[src/design/rstsup_defines.svh]
// rstsup constants: timing, register map, field positions, defaults
`ifndef RSTSUP_DEFINES_SVH
`define RSTSUP_DEFINES_SVH

// timing
`define RSTSUP_CLK_NS        8
`define RSTSUP_POR_NS        150
`define RSTSUP_POR_CYC       ((`RSTSUP_POR_NS+`RSTSUP_CLK_NS-1)/`RSTSUP_CLK_NS)
`define RSTSUP_EXTERNAL_RESET_N_GAP_US   10
`define RSTSUP_BUZZ_ON_CYC   4
`define RSTSUP_WDT_TO_DFLT   1000000
`define RSTSUP_BUZZ_PER_DFLT 1000

// supply trip levels in millivolts
`define RSTSUP_LV_BASE_MV    1700
`define RSTSUP_LV_STEP_MV    250
`define RSTSUP_HV_MV         5750
`define RSTSUP_MV_W          13

// widths
`define RSTSUP_CNT_W         5
`define RSTSUP_WDT_W         24
`define RSTSUP_BUZZ_W        16
`define RSTSUP_STAT_W        10

// register byte offsets
`define RSTSUP_OFS_CTRL      5'h00
`define RSTSUP_OFS_TRIP      5'h04
`define RSTSUP_OFS_WDT       5'h08
`define RSTSUP_OFS_BUZZ      5'h0C
`define RSTSUP_OFS_STAT      5'h10
`define RSTSUP_OFS_LIVE      5'h14

// control bits
`define RSTSUP_C_SWRST       0
`define RSTSUP_C_SWDIS       1
`define RSTSUP_C_WDTEN       2
`define RSTSUP_C_KICK        3
`define RSTSUP_C_ANAOFF      4
`define RSTSUP_C_DLRST       5
`define RSTSUP_C_ALRST       6
`define RSTSUP_C_DLEN        7
`define RSTSUP_C_ALEN        8
`define RSTSUP_C_AHEN        9

// status bits
`define RSTSUP_S_POR         0
`define RSTSUP_S_PRECISE_LOW_VOLTAGE_MONITOR        1
`define RSTSUP_S_EXT         2
`define RSTSUP_S_SW          3
`define RSTSUP_S_WDT         4
`define RSTSUP_S_DLRST       5
`define RSTSUP_S_ALRST       6
`define RSTSUP_S_DLIRQ       7
`define RSTSUP_S_ALIRQ       8
`define RSTSUP_S_AHIRQ       9
`define RSTSUP_STAT_RST      10'h001

`endif

[src/design/rstsup_pkg.sv]
// rstsup types: bus request carrier and block state
`include "rstsup_defines.svh"
package rstsup_pkg;

  // avalon-mm request group
  typedef struct packed {
    logic        read;
    logic        write;
    logic [4:0]  address;
    logic [31:0] writedata;
    logic [3:0]  byteenable;
  } rstsup_avs_req_type;

  // configuration restored to its defaults by any device reset
  typedef struct packed {
    logic                      software_reset_dis;
    logic                      ana_off;
    logic                      dl_rst;
    logic                      al_rst;
    logic                      dl_en;
    logic                      al_en;
    logic                      ah_en;
    logic [3:0]                dl_code;
    logic [3:0]                al_code;
    logic [`RSTSUP_WDT_W-1:0]  wdt_to;
    logic [`RSTSUP_BUZZ_W-1:0] buzz_per;
  } rstsup_cfg_type;

  // whole block state
  typedef struct packed {
    logic                      ack;
    logic [31:0]               rdata;
    logic [`RSTSUP_CNT_W-1:0]  cnt;
    logic                      rst_n;
    logic                      boot;
    logic                      software_reset;
    logic                      wdt_en;
    logic [`RSTSUP_WDT_W-1:0]  wdt_cnt;
    logic [`RSTSUP_BUZZ_W-1:0] buzz_cnt;
    logic [3:0]                buzz_on;
    logic [`RSTSUP_STAT_W-1:0] stat;
    rstsup_cfg_type            cfg;
  } rstsup_state_type;

endpackage

[src/design/rstsup_top.sv]
// rstsup top: reset source gathering, supply monitors, watchdog, regs
//
// Function
// - a power-on or precise monitor trip requests a device reset; the high-voltage monitor only interrupts.
// - supply monitors can raise a processor interrupt instead.
// - power-on reset pulse lasts at least 150 ns, longer while ramping.
// - after boot the power-on monitor is ignored; precise monitor rules.
// - precise low-voltage trip gives the same reset as power-on.
// - digital precise monitor cannot be turned off; analog follows regulator.
// - precise monitor off in sleep and hibernate, on during buzz windows.
// - low-voltage trip level is 1.70 V plus 250 mV per code step.
// - high-voltage monitor trips above a fixed 5.75 V.
// - each low-voltage monitor may reset instead of interrupting.
// - monitors stay off until power-on ends and are buzzed in sleep.
// - monitor interrupt in sleep first wakes, then is presented.
// - buzz period is software adjustable.
// - reset held while external reset is low; same response as power-on.
// - external reset is active low, pulled up, live in low power modes.
// - writing the software reset bit gives a power-on style reset.
// - a separate bit disables the software reset function.
// - enabled watchdog not restarted within timeout resets the device.
// - watchdog enable is sticky until the next power-on reset.
// - status register records causes and interrupts; power-on resets it to the power-on cause alone.
// - device reset returns the configuration to its reset state; status and watchdog enable are kept.
`timescale 1ns/1ps
module rstsup_top
  import rstsup_pkg::*;
#(
  parameter int unsigned WDT_TO_DFLT   = `RSTSUP_WDT_TO_DFLT,
  parameter int unsigned BUZZ_PER_DFLT = `RSTSUP_BUZZ_PER_DFLT
) (
  // clock and power-on reset
  input  wire logic                     i_clk,
  input  wire logic                     i_nrst,
  // avalon-mm slave
  input  wire rstsup_avs_req_type       i_avs,
  output logic [31:0]                   o_avs_readdata,
  output logic                          o_avs_waitrequest,
  // supply monitor inputs
  input  wire logic                     i_initial_power_on_monitor_trip,
  input  wire logic                     i_precise_low_voltage_monitor_dig_trip,
  input  wire logic                     i_precise_low_voltage_monitor_ana_trip,
  input  wire logic [`RSTSUP_MV_W-1:0]  i_dsup_mv,
  input  wire logic [`RSTSUP_MV_W-1:0]  i_asup_mv,
  // external reset pin and power modes
  input  wire logic                     i_ext_rst_n,
  input  wire logic                     i_sleep,
  input  wire logic                     i_hibernate,
  // reset, interrupt and monitor control
  output logic                          o_dev_rst_n,
  output logic                          o_irq,
  output logic                          o_wake_req,
  output logic                          o_mon_en,
  output logic                          o_precise_low_voltage_monitor_ana_en
);

  // elaboration checks on defaults
  if (WDT_TO_DFLT == 0 || WDT_TO_DFLT >= (1 << `RSTSUP_WDT_W)) begin : g_ck1
    $error("watchdog default timeout out of range");
  end
  if (BUZZ_PER_DFLT == 0 || BUZZ_PER_DFLT >= (1 << `RSTSUP_BUZZ_W)) begin : g_ck2
    $error("buzz period default out of range");
  end

  localparam logic [`RSTSUP_CNT_W-1:0] POR_CYC = `RSTSUP_CNT_W'(`RSTSUP_POR_CYC);
  localparam rstsup_cfg_type CFG_RST = '{
    software_reset_dis: 1'b0, ana_off: 1'b0, dl_rst: 1'b0, al_rst: 1'b0,
    dl_en: 1'b0, al_en: 1'b0, ah_en: 1'b0,
    dl_code: 4'h0, al_code: 4'h0,
    wdt_to: `RSTSUP_WDT_W'(WDT_TO_DFLT),
    buzz_per: `RSTSUP_BUZZ_W'(BUZZ_PER_DFLT)};
  localparam rstsup_state_type ST_RST = '{
    ack: 1'b0, rdata: 32'h0, cnt: POR_CYC, rst_n: 1'b0, boot: 1'b0,
    software_reset: 1'b0, wdt_en: 1'b0, wdt_cnt: '0, buzz_cnt: '0, buzz_on: 4'h0,
    stat: `RSTSUP_STAT_RST, cfg: CFG_RST};

  rstsup_state_type s;
  rstsup_state_type n;

  // byte-lane merge of a write into the old value
  function automatic logic [31:0] merge(input logic [31:0] o,
                                        input logic [31:0] w,
                                        input logic [3:0]  be);
    logic [31:0] r;
    r = o;
    for (int i = 0; i < 4; i++) begin
      if (be[i]) begin
        r[8*i +: 8] = w[8*i +: 8];
      end
    end
    return r;
  endfunction

  function automatic logic [`RSTSUP_MV_W-1:0] lv_mv(input logic [3:0] c);
    return `RSTSUP_MV_W'(`RSTSUP_LV_BASE_MV + `RSTSUP_LV_STEP_MV * c);
  endfunction

  logic        acc_req;
  logic        wr_acc;
  logic        awake;
  logic        buzzing;
  logic        mon_on;
  logic        precise_low_voltage_monitor_trip;
  logic        dl_low;
  logic        al_low;
  logic        ah_high;
  logic        initial_power_on_monitor_req;
  logic        wdt_fire;
  logic        lv_rst;
  logic        rst_req;
  logic        irq_pend;
  logic [31:0] ctrl_rd;
  logic [31:0] stat_rd;

  // bus handshake: one wait cycle, answer on the second
  assign acc_req = i_avs.read | i_avs.write;
  assign wr_acc  = i_avs.write & s.ack;
  assign o_avs_waitrequest = acc_req & ~s.ack;
  assign o_avs_readdata    = s.rdata;

  // monitors live when awake or inside a sleep buzz window
  // and never before power-on has finished
  assign awake   = ~i_sleep & ~i_hibernate;
  assign buzzing = s.buzz_on != 4'h0;
  assign mon_on  = s.boot & (awake | (i_sleep & ~i_hibernate & buzzing));

  // digital part gated by mon_on only; analog part follows the regulator
  assign precise_low_voltage_monitor_trip = mon_on & (i_precise_low_voltage_monitor_dig_trip |
                               (i_precise_low_voltage_monitor_ana_trip & ~s.cfg.ana_off));

  assign dl_low = mon_on & s.cfg.dl_en & (i_dsup_mv < lv_mv(s.cfg.dl_code));
  assign al_low = mon_on & s.cfg.al_en & (i_asup_mv < lv_mv(s.cfg.al_code));
  assign ah_high = mon_on & s.cfg.ah_en &
                   (i_asup_mv > `RSTSUP_MV_W'(`RSTSUP_HV_MV));

  // power-on monitor counts only until boot ends
  assign initial_power_on_monitor_req = i_initial_power_on_monitor_trip & ~s.boot;
  assign wdt_fire = s.wdt_en & (s.wdt_cnt >= s.cfg.wdt_to);
  // low-voltage trips routed to reset when so configured
  assign lv_rst = (dl_low & s.cfg.dl_rst) | (al_low & s.cfg.al_rst);

  // every source merges into one request
  // external pin low holds the request; not gated by power mode
  // active low, effective in sleep and hibernate
  assign rst_req = initial_power_on_monitor_req | precise_low_voltage_monitor_trip | ~i_ext_rst_n | s.software_reset |
                   wdt_fire | lv_rst;

  // assert at once, release from the flop
  assign o_dev_rst_n = s.rst_n & ~rst_req;

  // pending monitor irq wakes first, then shows when awake
  assign irq_pend   = |s.stat[`RSTSUP_S_AHIRQ:`RSTSUP_S_DLIRQ];
  assign o_irq      = irq_pend & awake;
  assign o_wake_req = irq_pend & i_sleep;
  assign o_mon_en      = mon_on;
  assign o_precise_low_voltage_monitor_ana_en = mon_on & ~s.cfg.ana_off;

  // readback views
  assign ctrl_rd = {22'h0, s.cfg.ah_en, s.cfg.al_en, s.cfg.dl_en,
                    s.cfg.al_rst, s.cfg.dl_rst, s.cfg.ana_off, 1'b0,
                    s.wdt_en, s.cfg.software_reset_dis, 1'b0};
  assign stat_rd = {22'h0, s.stat};

  // next-state logic
  always_comb begin
    logic [31:0] m;
    logic        kick;
    logic [`RSTSUP_STAT_W-1:0] set;
    logic [`RSTSUP_STAT_W-1:0] clr;
    m    = 32'h0;
    kick = 1'b0;
    clr  = '0;
    set  = '0;
    n    = s;
    n.ack  = acc_req & ~s.ack;
    n.software_reset = 1'b0;

    // read data captured in the wait cycle
    if (acc_req & ~s.ack) begin
      case (i_avs.address)
        `RSTSUP_OFS_CTRL: n.rdata = ctrl_rd;
        `RSTSUP_OFS_TRIP: n.rdata = {24'h0, s.cfg.al_code, s.cfg.dl_code};
        `RSTSUP_OFS_WDT:  n.rdata = 32'(s.cfg.wdt_to);
        `RSTSUP_OFS_BUZZ: n.rdata = 32'(s.cfg.buzz_per);
        `RSTSUP_OFS_STAT: n.rdata = stat_rd;
        `RSTSUP_OFS_LIVE: n.rdata = {27'h0, i_sleep, s.rst_n, mon_on,
                                     buzzing, s.boot};
        default:          n.rdata = 32'h0;
      endcase
    end

    // register writes; unmapped offsets ignored
    if (wr_acc) begin
      case (i_avs.address)
        `RSTSUP_OFS_CTRL: begin
          m = merge(ctrl_rd, i_avs.writedata, i_avs.byteenable);
          // blocked while the disable bit is set
          n.software_reset = m[`RSTSUP_C_SWRST] & ~s.cfg.software_reset_dis;
          n.cfg.software_reset_dis = m[`RSTSUP_C_SWDIS];
          // enable can only be set here
          n.wdt_en = s.wdt_en | m[`RSTSUP_C_WDTEN];
          kick = m[`RSTSUP_C_KICK];
          n.cfg.ana_off = m[`RSTSUP_C_ANAOFF];
          n.cfg.dl_rst = m[`RSTSUP_C_DLRST];
          n.cfg.al_rst = m[`RSTSUP_C_ALRST];
          n.cfg.dl_en  = m[`RSTSUP_C_DLEN];
          n.cfg.al_en  = m[`RSTSUP_C_ALEN];
          n.cfg.ah_en  = m[`RSTSUP_C_AHEN];
        end
        `RSTSUP_OFS_TRIP: begin
          m = merge({24'h0, s.cfg.al_code, s.cfg.dl_code},
                    i_avs.writedata, i_avs.byteenable);
          n.cfg.dl_code = m[3:0];
          n.cfg.al_code = m[7:4];
        end
        `RSTSUP_OFS_WDT: begin
          m = merge(32'(s.cfg.wdt_to), i_avs.writedata, i_avs.byteenable);
          n.cfg.wdt_to = m[`RSTSUP_WDT_W-1:0];
        end
        `RSTSUP_OFS_BUZZ: begin
          m = merge(32'(s.cfg.buzz_per), i_avs.writedata, i_avs.byteenable);
          n.cfg.buzz_per = m[`RSTSUP_BUZZ_W-1:0];
        end
        `RSTSUP_OFS_STAT: begin
          clr = i_avs.writedata[`RSTSUP_STAT_W-1:0] &
                {{2{i_avs.byteenable[1]}}, {8{i_avs.byteenable[0]}}};
        end
        default: begin
          m = 32'h0;
        end
      endcase
    end

    // sticky causes, write one to clear, a new event wins
    set[`RSTSUP_S_POR]   = initial_power_on_monitor_req;
    set[`RSTSUP_S_PRECISE_LOW_VOLTAGE_MONITOR]  = precise_low_voltage_monitor_trip;
    set[`RSTSUP_S_EXT]   = ~i_ext_rst_n;
    set[`RSTSUP_S_SW]    = s.software_reset;
    set[`RSTSUP_S_WDT]   = wdt_fire;
    set[`RSTSUP_S_DLRST] = dl_low & s.cfg.dl_rst;
    set[`RSTSUP_S_ALRST] = al_low & s.cfg.al_rst;
    set[`RSTSUP_S_DLIRQ] = dl_low & ~s.cfg.dl_rst;
    set[`RSTSUP_S_ALIRQ] = al_low & ~s.cfg.al_rst;
    set[`RSTSUP_S_AHIRQ] = ah_high;
    n.stat = (s.stat & ~clr) | set;

    // stretch counter restarts while any request stands
    // every source shares the same stretch
    if (rst_req) begin
      n.cnt = POR_CYC;
    end else if (s.cnt != '0) begin
      n.cnt = s.cnt - 1'b1;
    end
    // release only on a clock edge
    n.rst_n = ~rst_req & (n.cnt == '0);
    // boot ends at the first release
    n.boot = s.boot | s.rst_n;

    // watchdog counts while enabled, restarted by a kick
    if (~s.wdt_en | kick | ~s.rst_n) begin
      n.wdt_cnt = '0;
    end else if (~wdt_fire) begin
      n.wdt_cnt = s.wdt_cnt + 1'b1;
    end

    // periodic buzz windows in sleep only
    if (i_sleep & ~i_hibernate) begin
      if (buzzing) begin
        n.buzz_on = s.buzz_on - 4'h1;
      end
      if (s.buzz_cnt == '0) begin
        n.buzz_cnt = s.cfg.buzz_per;
        n.buzz_on  = 4'(`RSTSUP_BUZZ_ON_CYC);
      end else begin
        n.buzz_cnt = s.buzz_cnt - 1'b1;
      end
    end else begin
      n.buzz_cnt = s.cfg.buzz_per;
      n.buzz_on  = 4'h0;
    end

    // device reset restores the configuration
    // status and watchdog enable survive; only power-on resets them (status to the power-on bit)
    if (~s.rst_n) begin
      n.cfg = CFG_RST;
    end
  end

  // state register; power-on reset loads constants only
  always_ff @(posedge i_clk or negedge i_nrst) begin
    if (!i_nrst) begin
      s <= ST_RST;
    end else begin
      s <= n;
    end
  end

  // helper: length of the current low phase of the reset output
  logic [7:0] lo_cnt;
  always_ff @(posedge i_clk or negedge i_nrst) begin
    if (!i_nrst) begin
      lo_cnt <= 8'h00;
    end else if (o_dev_rst_n) begin
      lo_cnt <= 8'h00;
    end else if (lo_cnt != 8'hFF) begin
      lo_cnt <= lo_cnt + 8'h01;
    end
  end

  localparam int POR_CYC_I = `RSTSUP_POR_CYC;
endmodule

[config.mk]
export PLATFORM = sky130hd
export DESIGN_NAME = rstsup_top
export DESIGN_NICKNAME = d
export VERILOG_FILES = /design/src/design/rstsup_pkg.sv /design/src/design/rstsup_top.sv
export VERILOG_INCLUDE_DIRS = /design/src /design/src/design
export SDC_FILE = /design/constraint.sdc
export NUM_CORES = 1
export LEC_CHECK = 0
export BUFFER_PORTS_ARGS = -buffer_cell sky130_fd_sc_hd__buf_2
export CAP_MARGIN = 20
export CELL_PAD_IN_SITES_DETAIL_PLACEMENT = 1
export CELL_PAD_IN_SITES_GLOBAL_PLACEMENT = 1
export CORE_ASPECT_RATIO = 1.75
export CORE_UTILIZATION = 29
export DETAILED_ROUTE_END_ITERATION = 12
export GPL_TIMING_DRIVEN = 0
export PLACE_DENSITY = 0.64
export SETUP_SLACK_MARGIN = 0.2
export SYNTH_ARGS = -nofsm -noshare
export SYNTH_HDL_FRONTEND = slang
export SYNTH_SLANG_ARGS = --single-unit
[constraint.sdc]
create_clock -name i_clk -period 7 [get_ports i_clk]
set_clock_uncertainty 0.05 [all_clocks]
set_input_delay 1.05 -clock i_clk [delete_from_list [all_inputs] [get_ports i_clk]]
set_output_delay 1.05 -clock i_clk [all_outputs]
set_load 0.01 [all_outputs]
==> Yosys cells after proc, flatten, opt, wreduce, memory -nomap -nowiden <==
Cells that the tools add are included.
{ "op_classes": {"eq_ne": 15, "reduce_logical": 15, "mux": 28, "div": 0, "shift": 0, "n_mul": 2, "bitwise_logic": 55, "order_cmp": 4, "addsub": 6} }
{ "ops": {"columns": ["operator", "n"], "rows": [
  ["24-bit one-hot mux with 6 select lines", 1],
  ["55-bit two-way mux", 2],
  ["24-bit two-way mux", 3],
  ["8-bit two-way mux", 7],
  ["16-bit two-way mux", 2],
  ["11-bit by 12-bit adder with 13-bit output, first input constant", 2],
  ["1-bit bitwise AND", 26],
  ["13-bit < comparator", 2],
  ["24-bit by 1-bit adder with 24-bit output, second input constant", 1],
  ["24-bit >= comparator", 1],
  ["3-bit AND reduction", 8],
  ["7-bit by 4-bit multiplier with 11-bit output, first input constant", 2],
  ["10-bit bitwise AND", 2],
  ["10-bit two-way mux", 2],
  ["20-bit two-way mux", 1],
  ["16-bit zero test", 1],
  ["16-bit by 1-bit subtractor with 16-bit output, second input constant", 1],
  ["13-bit > comparator, second input constant", 1],
  ["1-bit OR", 13],
  ["2-bit by 1-bit != test with 1-bit output, second input constant", 6],
  ["1-bit inverter", 12],
  ["5-bit by 4-bit equality test with 1-bit output, second input constant", 2],
  ["5-bit equality test, second input constant", 2],
  ["5-bit zero test", 2],
  ["16 further kinds", 23]
]} }
{ "totals": {"register_bits": 151, "wordCells": 150, "output_inout_bits": 38, "ram_bits": 0, "n_memories": 0, "latchBits": 0, "romBits": 0} }

==> Logic depth before layout (Yosys ltp) <==
{ "depth": {"depth_word": 14, "depth_mapped": 18, "ltp_nobuf": 18} }

==> Least setup slack after synthesis <==
OpenSTA, ideal clock, no wires.
{ "synth_path": {"path_type": "reg-to-output", "startpoint": "register s[45] in the netlist's numbering", "endpoint": "output port o_dev_rst_n", "arrival_time_ns": 4.689, "required_ns": 5.900, "setup_slack_ns": 1.211, "stages_incl_launch_ff": 17, "cell_sequence": "dfrtp_1 fa_1 inv_1 fa_1 inv_1 ha_1 nor2b_1 o31a_1 or3_1 o2111ai_1 nor3_1 xor2_1 ha_1 and4_1 a2111oi_0 o2111ai_1 and4_1"} }
{ "synth_between": {"elab_chain_cells": 9} }
{ "synth_lines": {"columns": ["element", "line_no", "text"], "rows": [
  ["start: declaration", "rstsup_top.sv:77", "rstsup_state_type s;"],
  ["start signal: assignment", "rstsup_top.sv:294", "s <= n;"],
  ["7-bit by 4-bit multiplier with 11-bit output (no source line)", null, null],
  ["11-bit by 12-bit adder with 13-bit output (no source line)", null, null],
  ["13-bit < comparator", "rstsup_top.sv:131", "assign dl_low = mon_on & s.cfg.dl_en & (i_dsup_mv < lv_mv(s.cfg.dl_code));"],
  ["1-bit bitwise AND", "rstsup_top.sv:131", null],
  ["1-bit bitwise AND", "rstsup_top.sv:140", "assign lv_rst = (dl_low & s.cfg.dl_rst) | (al_low & s.cfg.al_rst);"],
  ["1-bit OR", "rstsup_top.sv:140", null],
  ["1-bit OR", "rstsup_top.sv:146", "wdt_fire | lv_rst;"],
  ["1-bit inverter", "rstsup_top.sv:149", "assign o_dev_rst_n = s.rst_n & ~rst_req;"],
  ["1-bit bitwise AND", "rstsup_top.sv:149", null],
  ["end: declaration", "rstsup_top.sv:50", "output logic o_dev_rst_n,"]
]} }
No other way between the ends.

==> Worst setup path in the final report <==
{ "layout_path": {"startpoint": "register s[41] in the netlist's numbering", "endpoint": "output port o_dev_rst_n"} }
{ "layout_between": {"elab_chain_cells": 9} }
{ "layout_lines": {"columns": ["element", "line_no", "text"], "rows": [
  ["7-bit by 4-bit multiplier with 11-bit output (no source line)", null, null],
  ["11-bit by 12-bit adder with 13-bit output (no source line)", null, null],
  ["13-bit < comparator", "rstsup_top.sv:132", "assign al_low = mon_on & s.cfg.al_en & (i_asup_mv < lv_mv(s.cfg.al_code));"],
  ["1-bit bitwise AND", "rstsup_top.sv:132", null],
  ["1-bit bitwise AND", "rstsup_top.sv:140", null],
  ["1-bit OR", "rstsup_top.sv:140", null],
  ["1-bit OR", "rstsup_top.sv:146", null],
  ["1-bit inverter", "rstsup_top.sv:149", null],
  ["1-bit bitwise AND", "rstsup_top.sv:149", null]
]} }
No other way between the ends.

==> flow_metrics.tcl <==
set metrics [dict create \
    post-dp-hpwl_mm 24.34 \
    post-route-drc-count 0 \
    syn2layout_area_growth_pct 18.21 \
    initial_util_pct 29.67 \
    dieWidth_um 139.7 \
    routed-via-count 8379 \
    first_pass_grt_wire_length_mm 49.09 \
    post-synth-top-area-cell "sky130_fd_sc_hd__dfrtp_1" \
    mostFrequentLayoutCells "138 x sky130_fd_sc_hd__nand2_1, 122 x sky130_fd_sc_hd__dfrtp_1, 97 x sky130_fd_sc_hd__buf_2" \
    nets 1369 \
    pwr_density_cell_nw_per_um2 172.1 \
    setup_viol 0 \
    grt_setup_unrepaired "no" \
    timing.final.max_slew_violations 0 \
    async_flop_share_pct 100.0 \
    ys.flop_type "sky130_fd_sc_hd__dfrtp_1" \
    num_io_pins 115 \
    detail_route.first_pass.iterations 7 \
    clockBufferDepth 2 \
    grt_pass1_vias 9113 \
    layout.cells.most_common "sky130_fd_sc_hd__nand2_1" \
    gpl.final_weighted_congestion 0.7896 \
    final_core_util_pct 35.07 \
    status "complete, no violations" \
    antenna_found_initial 1 \
    holdCritPathClass "flip-flop to flip-flop" \
    placed_cells_incl_taps 1575 \
    crit-reg2reg-launch "s[47]$_DFFE_PN0P_" \
    first_iter_violations 325 \
    clockRootBuffer "sky130_fd_sc_hd__clkbuf_16" \
    arrival_time_reported_for_the_critical_path_endpoint_ps 5500 \
    hold_slack_ps 416.5 \
    drt.antenna.violating_nets 0 \
    fin_crit_sh_pct 94.32 \
    cap_viol_max_count 0 \
    setup.reg_to_reg.worst_slack_ps 1760 \
    synth_register_bits 143 \
    synthTopCellsByArea "sky130_fd_sc_hd__dfrtp_1 33%, sky130_fd_sc_hd__ha_1 11%, sky130_fd_sc_hd__nand2_1 5.4%, sky130_fd_sc_hd__dfstp_2 4.6%, sky130_fd_sc_hd__a21oi_1 3.8%" \
    layoutNonFillerInstCount 1611 \
    finalPower_mw 1.958 \
    start_kind "flip-flop" \
    total_leakage_power_nw 5.201 \
    clk_pin_slew_worst_setup_hold_paths_ps 50 \
    synth-edff-count 0 \
    critPathLaunch "s[41]$_DFFE_PN0P_" \
    worstSkewPairLatency_ps 440 \
    worst_r2r_endpoint "s[112]$_DFF_PN0_" \
    top_fanout_value_on_the_critical_path 10 \
    wl_per_cell_um 19.10 \
    globalRouteTotalUtil_pct 18.78 \
    finalWorstPathRequiredPeriod_ps 6603 \
    cp-endpoint "o_dev_rst_n" \
    detail_route.wirelength_mm 30.77 \
    htree_num_levels 4 \
    synth_cell_types 67 \
    dieArea_um2 33950 \
    netlist_area_um2 9624 \
    peak_ir_drop_on_the_vdd_network_v 0.0001671 \
    yosys_warnings 0 \
    max-slew-margin-rel_pct 34.15 \
    criticalPathCategory "flip-flop to output port" \
    fp.coreArea_um2 32440 \
    cts_tree "built" \
    grt_overflow 0 \
    post-route-cell-area_um2 11380 \
    post_route_cells_drive_above_1_share_pct 17.60 \
    post-route-worst-setup-slack_ps 397.4 \
    floorplan.die.height_um 243.0 \
    hold_viol 0 \
    row_count 87 \
    placed_area_um2 10680 \
    io_buffers 96 \
    viasPerCell 5.201 \
    syn-mean-instance-area_um2 8.995 \
    timing_worst_slew_pin_value_ps 985.7 \
    sequential_element_share_of_the_synthesized_area_pct 37.40 \
    tns_ps 0 \
    synth_top_cell_area_share_pct 32.76 \
    worst_setup_path_end_kind "output port" \
    worst-endpoint-required_ps 5900 \
    post_synth_inst_count 1070 \
    ff2ff_path_depth 18 \
    achievable-frequency_ghz 0.1515 \
    tritoncts.num_buffers 17 \
    post-place-ws_ps 285.2 \
    pin_count_of_the_biggest_net_entering_global_routing 94 \
    clock_sinks 143 \
]
[final cells by class]
cell class,count,area (um2)
antenna,1,2.502
timing repair buffer,101,541.8
inverter,75,281.5
buffer,68,384.1
fill,3867,21060
clock buffer,20,446.7
clock inverter,12,167.7
multi-input combinational,791,5448
sequential,143,3605
tap,400,500.5
[power by group]
part | internal, mW | leakage [nW] | total, mW | switching [mW]
logic | 0.0505 | 3.03 | 0.144 | 0.0930
clock network | 0.602 | 0.296 | 0.967 | 0.364
registers | 0.838 | 1.88 | 0.848 | 0.00961
[critical path, stage by stage, from the launching register on]
cell and delay [ps]:
sky130_fd_sc_hd__dfrtp_2 520, sky130_fd_sc_hd__fa_1 630, sky130_fd_sc_hd__inv_1 100, sky130_fd_sc_hd__fa_1 500, sky130_fd_sc_hd__inv_1 40, sky130_fd_sc_hd__ha_1 350
sky130_fd_sc_hd__nor2b_1 170, sky130_fd_sc_hd__o21a_1 170, sky130_fd_sc_hd__or3_1 320, sky130_fd_sc_hd__a22oi_1 350, sky130_fd_sc_hd__nor3_2 100, sky130_fd_sc_hd__xor2_1 160
sky130_fd_sc_hd__ha_1 300, sky130_fd_sc_hd__a21o_1 190, sky130_fd_sc_hd__nand2_1 60, sky130_fd_sc_hd__nand4b_1 120, sky130_fd_sc_hd__a41oi_2 310, sky130_fd_sc_hd__a32oi_2 230
sky130_fd_sc_hd__and4_1 300, sky130_fd_sc_hd__buf_2 150
[Yosys cell counts (all sizes together), types with 3 or more instances]
| cell type | instances |
|---|---|
| fa | 14 |
| a21oi | 74 |
| xnor2 | 26 |
| nand2b | 8 |
| inv | 75 |
| a21boi | 21 |
| a222oi | 3 |
| ha | 81 |
| and4 | 5 |
| clkbuf | 33 |
| nor2 | 57 |
| dfrtp | 126 |
| nor3 | 20 |
| o2111ai | 4 |
| a21o | 14 |
| a31oi | 6 |
| nand4 | 10 |
| a211oi | 3 |
| dfstp | 17 |
| o21ai | 58 |
| a2111oi | 3 |
| o211ai | 15 |
| buf | 35 |
| mux2i | 9 |
| nand2 | 138 |
| a22oi | 18 |
| o31ai | 11 |
| nand3 | 41 |
| nor4 | 4 |
| nor2b | 20 |
| or4 | 11 |
| a311oi | 8 |
| nand3b | 3 |
| mux2 | 9 |
| xor2 | 16 |
| and2 | 11 |
| o21a | 3 |
| or3 | 12 |
| and3 | 8 |
| o21bai | 4 |
| or2 | 3 |
[state kept, by name, indices dropped and copies added (netlist names)]
register        cells
o_avs_readdata     24
ctrl_rd             8
s                 111
[kinds of logic after synthesis]
logic type,share of synthesized area (%)
and+or+nand+nor,18.19
AOI/OAI and AO/OA,18.20
DFF,37.40
buffers and inverters,6.916
adders and majority gates,13.44
xor gates and xnor gates,3.822
muxes,1.989
other,0.03896
[repair_timing]
item                                    4_1_cts  5_1_grt
hold endpoints to repair                      0        0
hold buffers                                  0        0
gates resized for setup                       4        9
setup buffers                                 1        2
pin swaps                                     1        1
endpoints found under the setup margin        1        1
[how the worst min path moves through the flow]
stage / startpoint / cells after the start / slack, ps / end
after CTS: o_avs_readdata[22]$_DFFE_PN0P_ / 2 / 420 / o_avs_readdata[22]$_DFFE_PN0P_
after floorplan: s[110]$_DFF_PN0_ / 1 / 380 / s[58]$_DFF_PN0_
after global routing: o_avs_readdata[22]$_DFFE_PN0P_ / 2 / 440 / o_avs_readdata[22]$_DFFE_PN0P_
after global placement: o_avs_readdata[18]$_DFFE_PN0P_ / 2 / 410 / o_avs_readdata[18]$_DFFE_PN0P_
after detailed placement: o_avs_readdata[22]$_DFFE_PN0P_ / 2 / 410 / o_avs_readdata[22]$_DFFE_PN0P_
final: o_avs_readdata[22]$_DFFE_PN0P_ / 2 / 420 / o_avs_readdata[22]$_DFFE_PN0P_
[layer usage]
layer / routed length, um / up-vias / GRT usage (%)
met3: 673 / 43 / 2.367
met1: 11960 / 4185 / 20.26
li1: - / 4007 / -
met5: 0 / - / 0
met4: 1167 / 0 / 9.373
met2: 16960 / 144 / 35.43
Note: power is estimated with default switching activity, not from simulation.
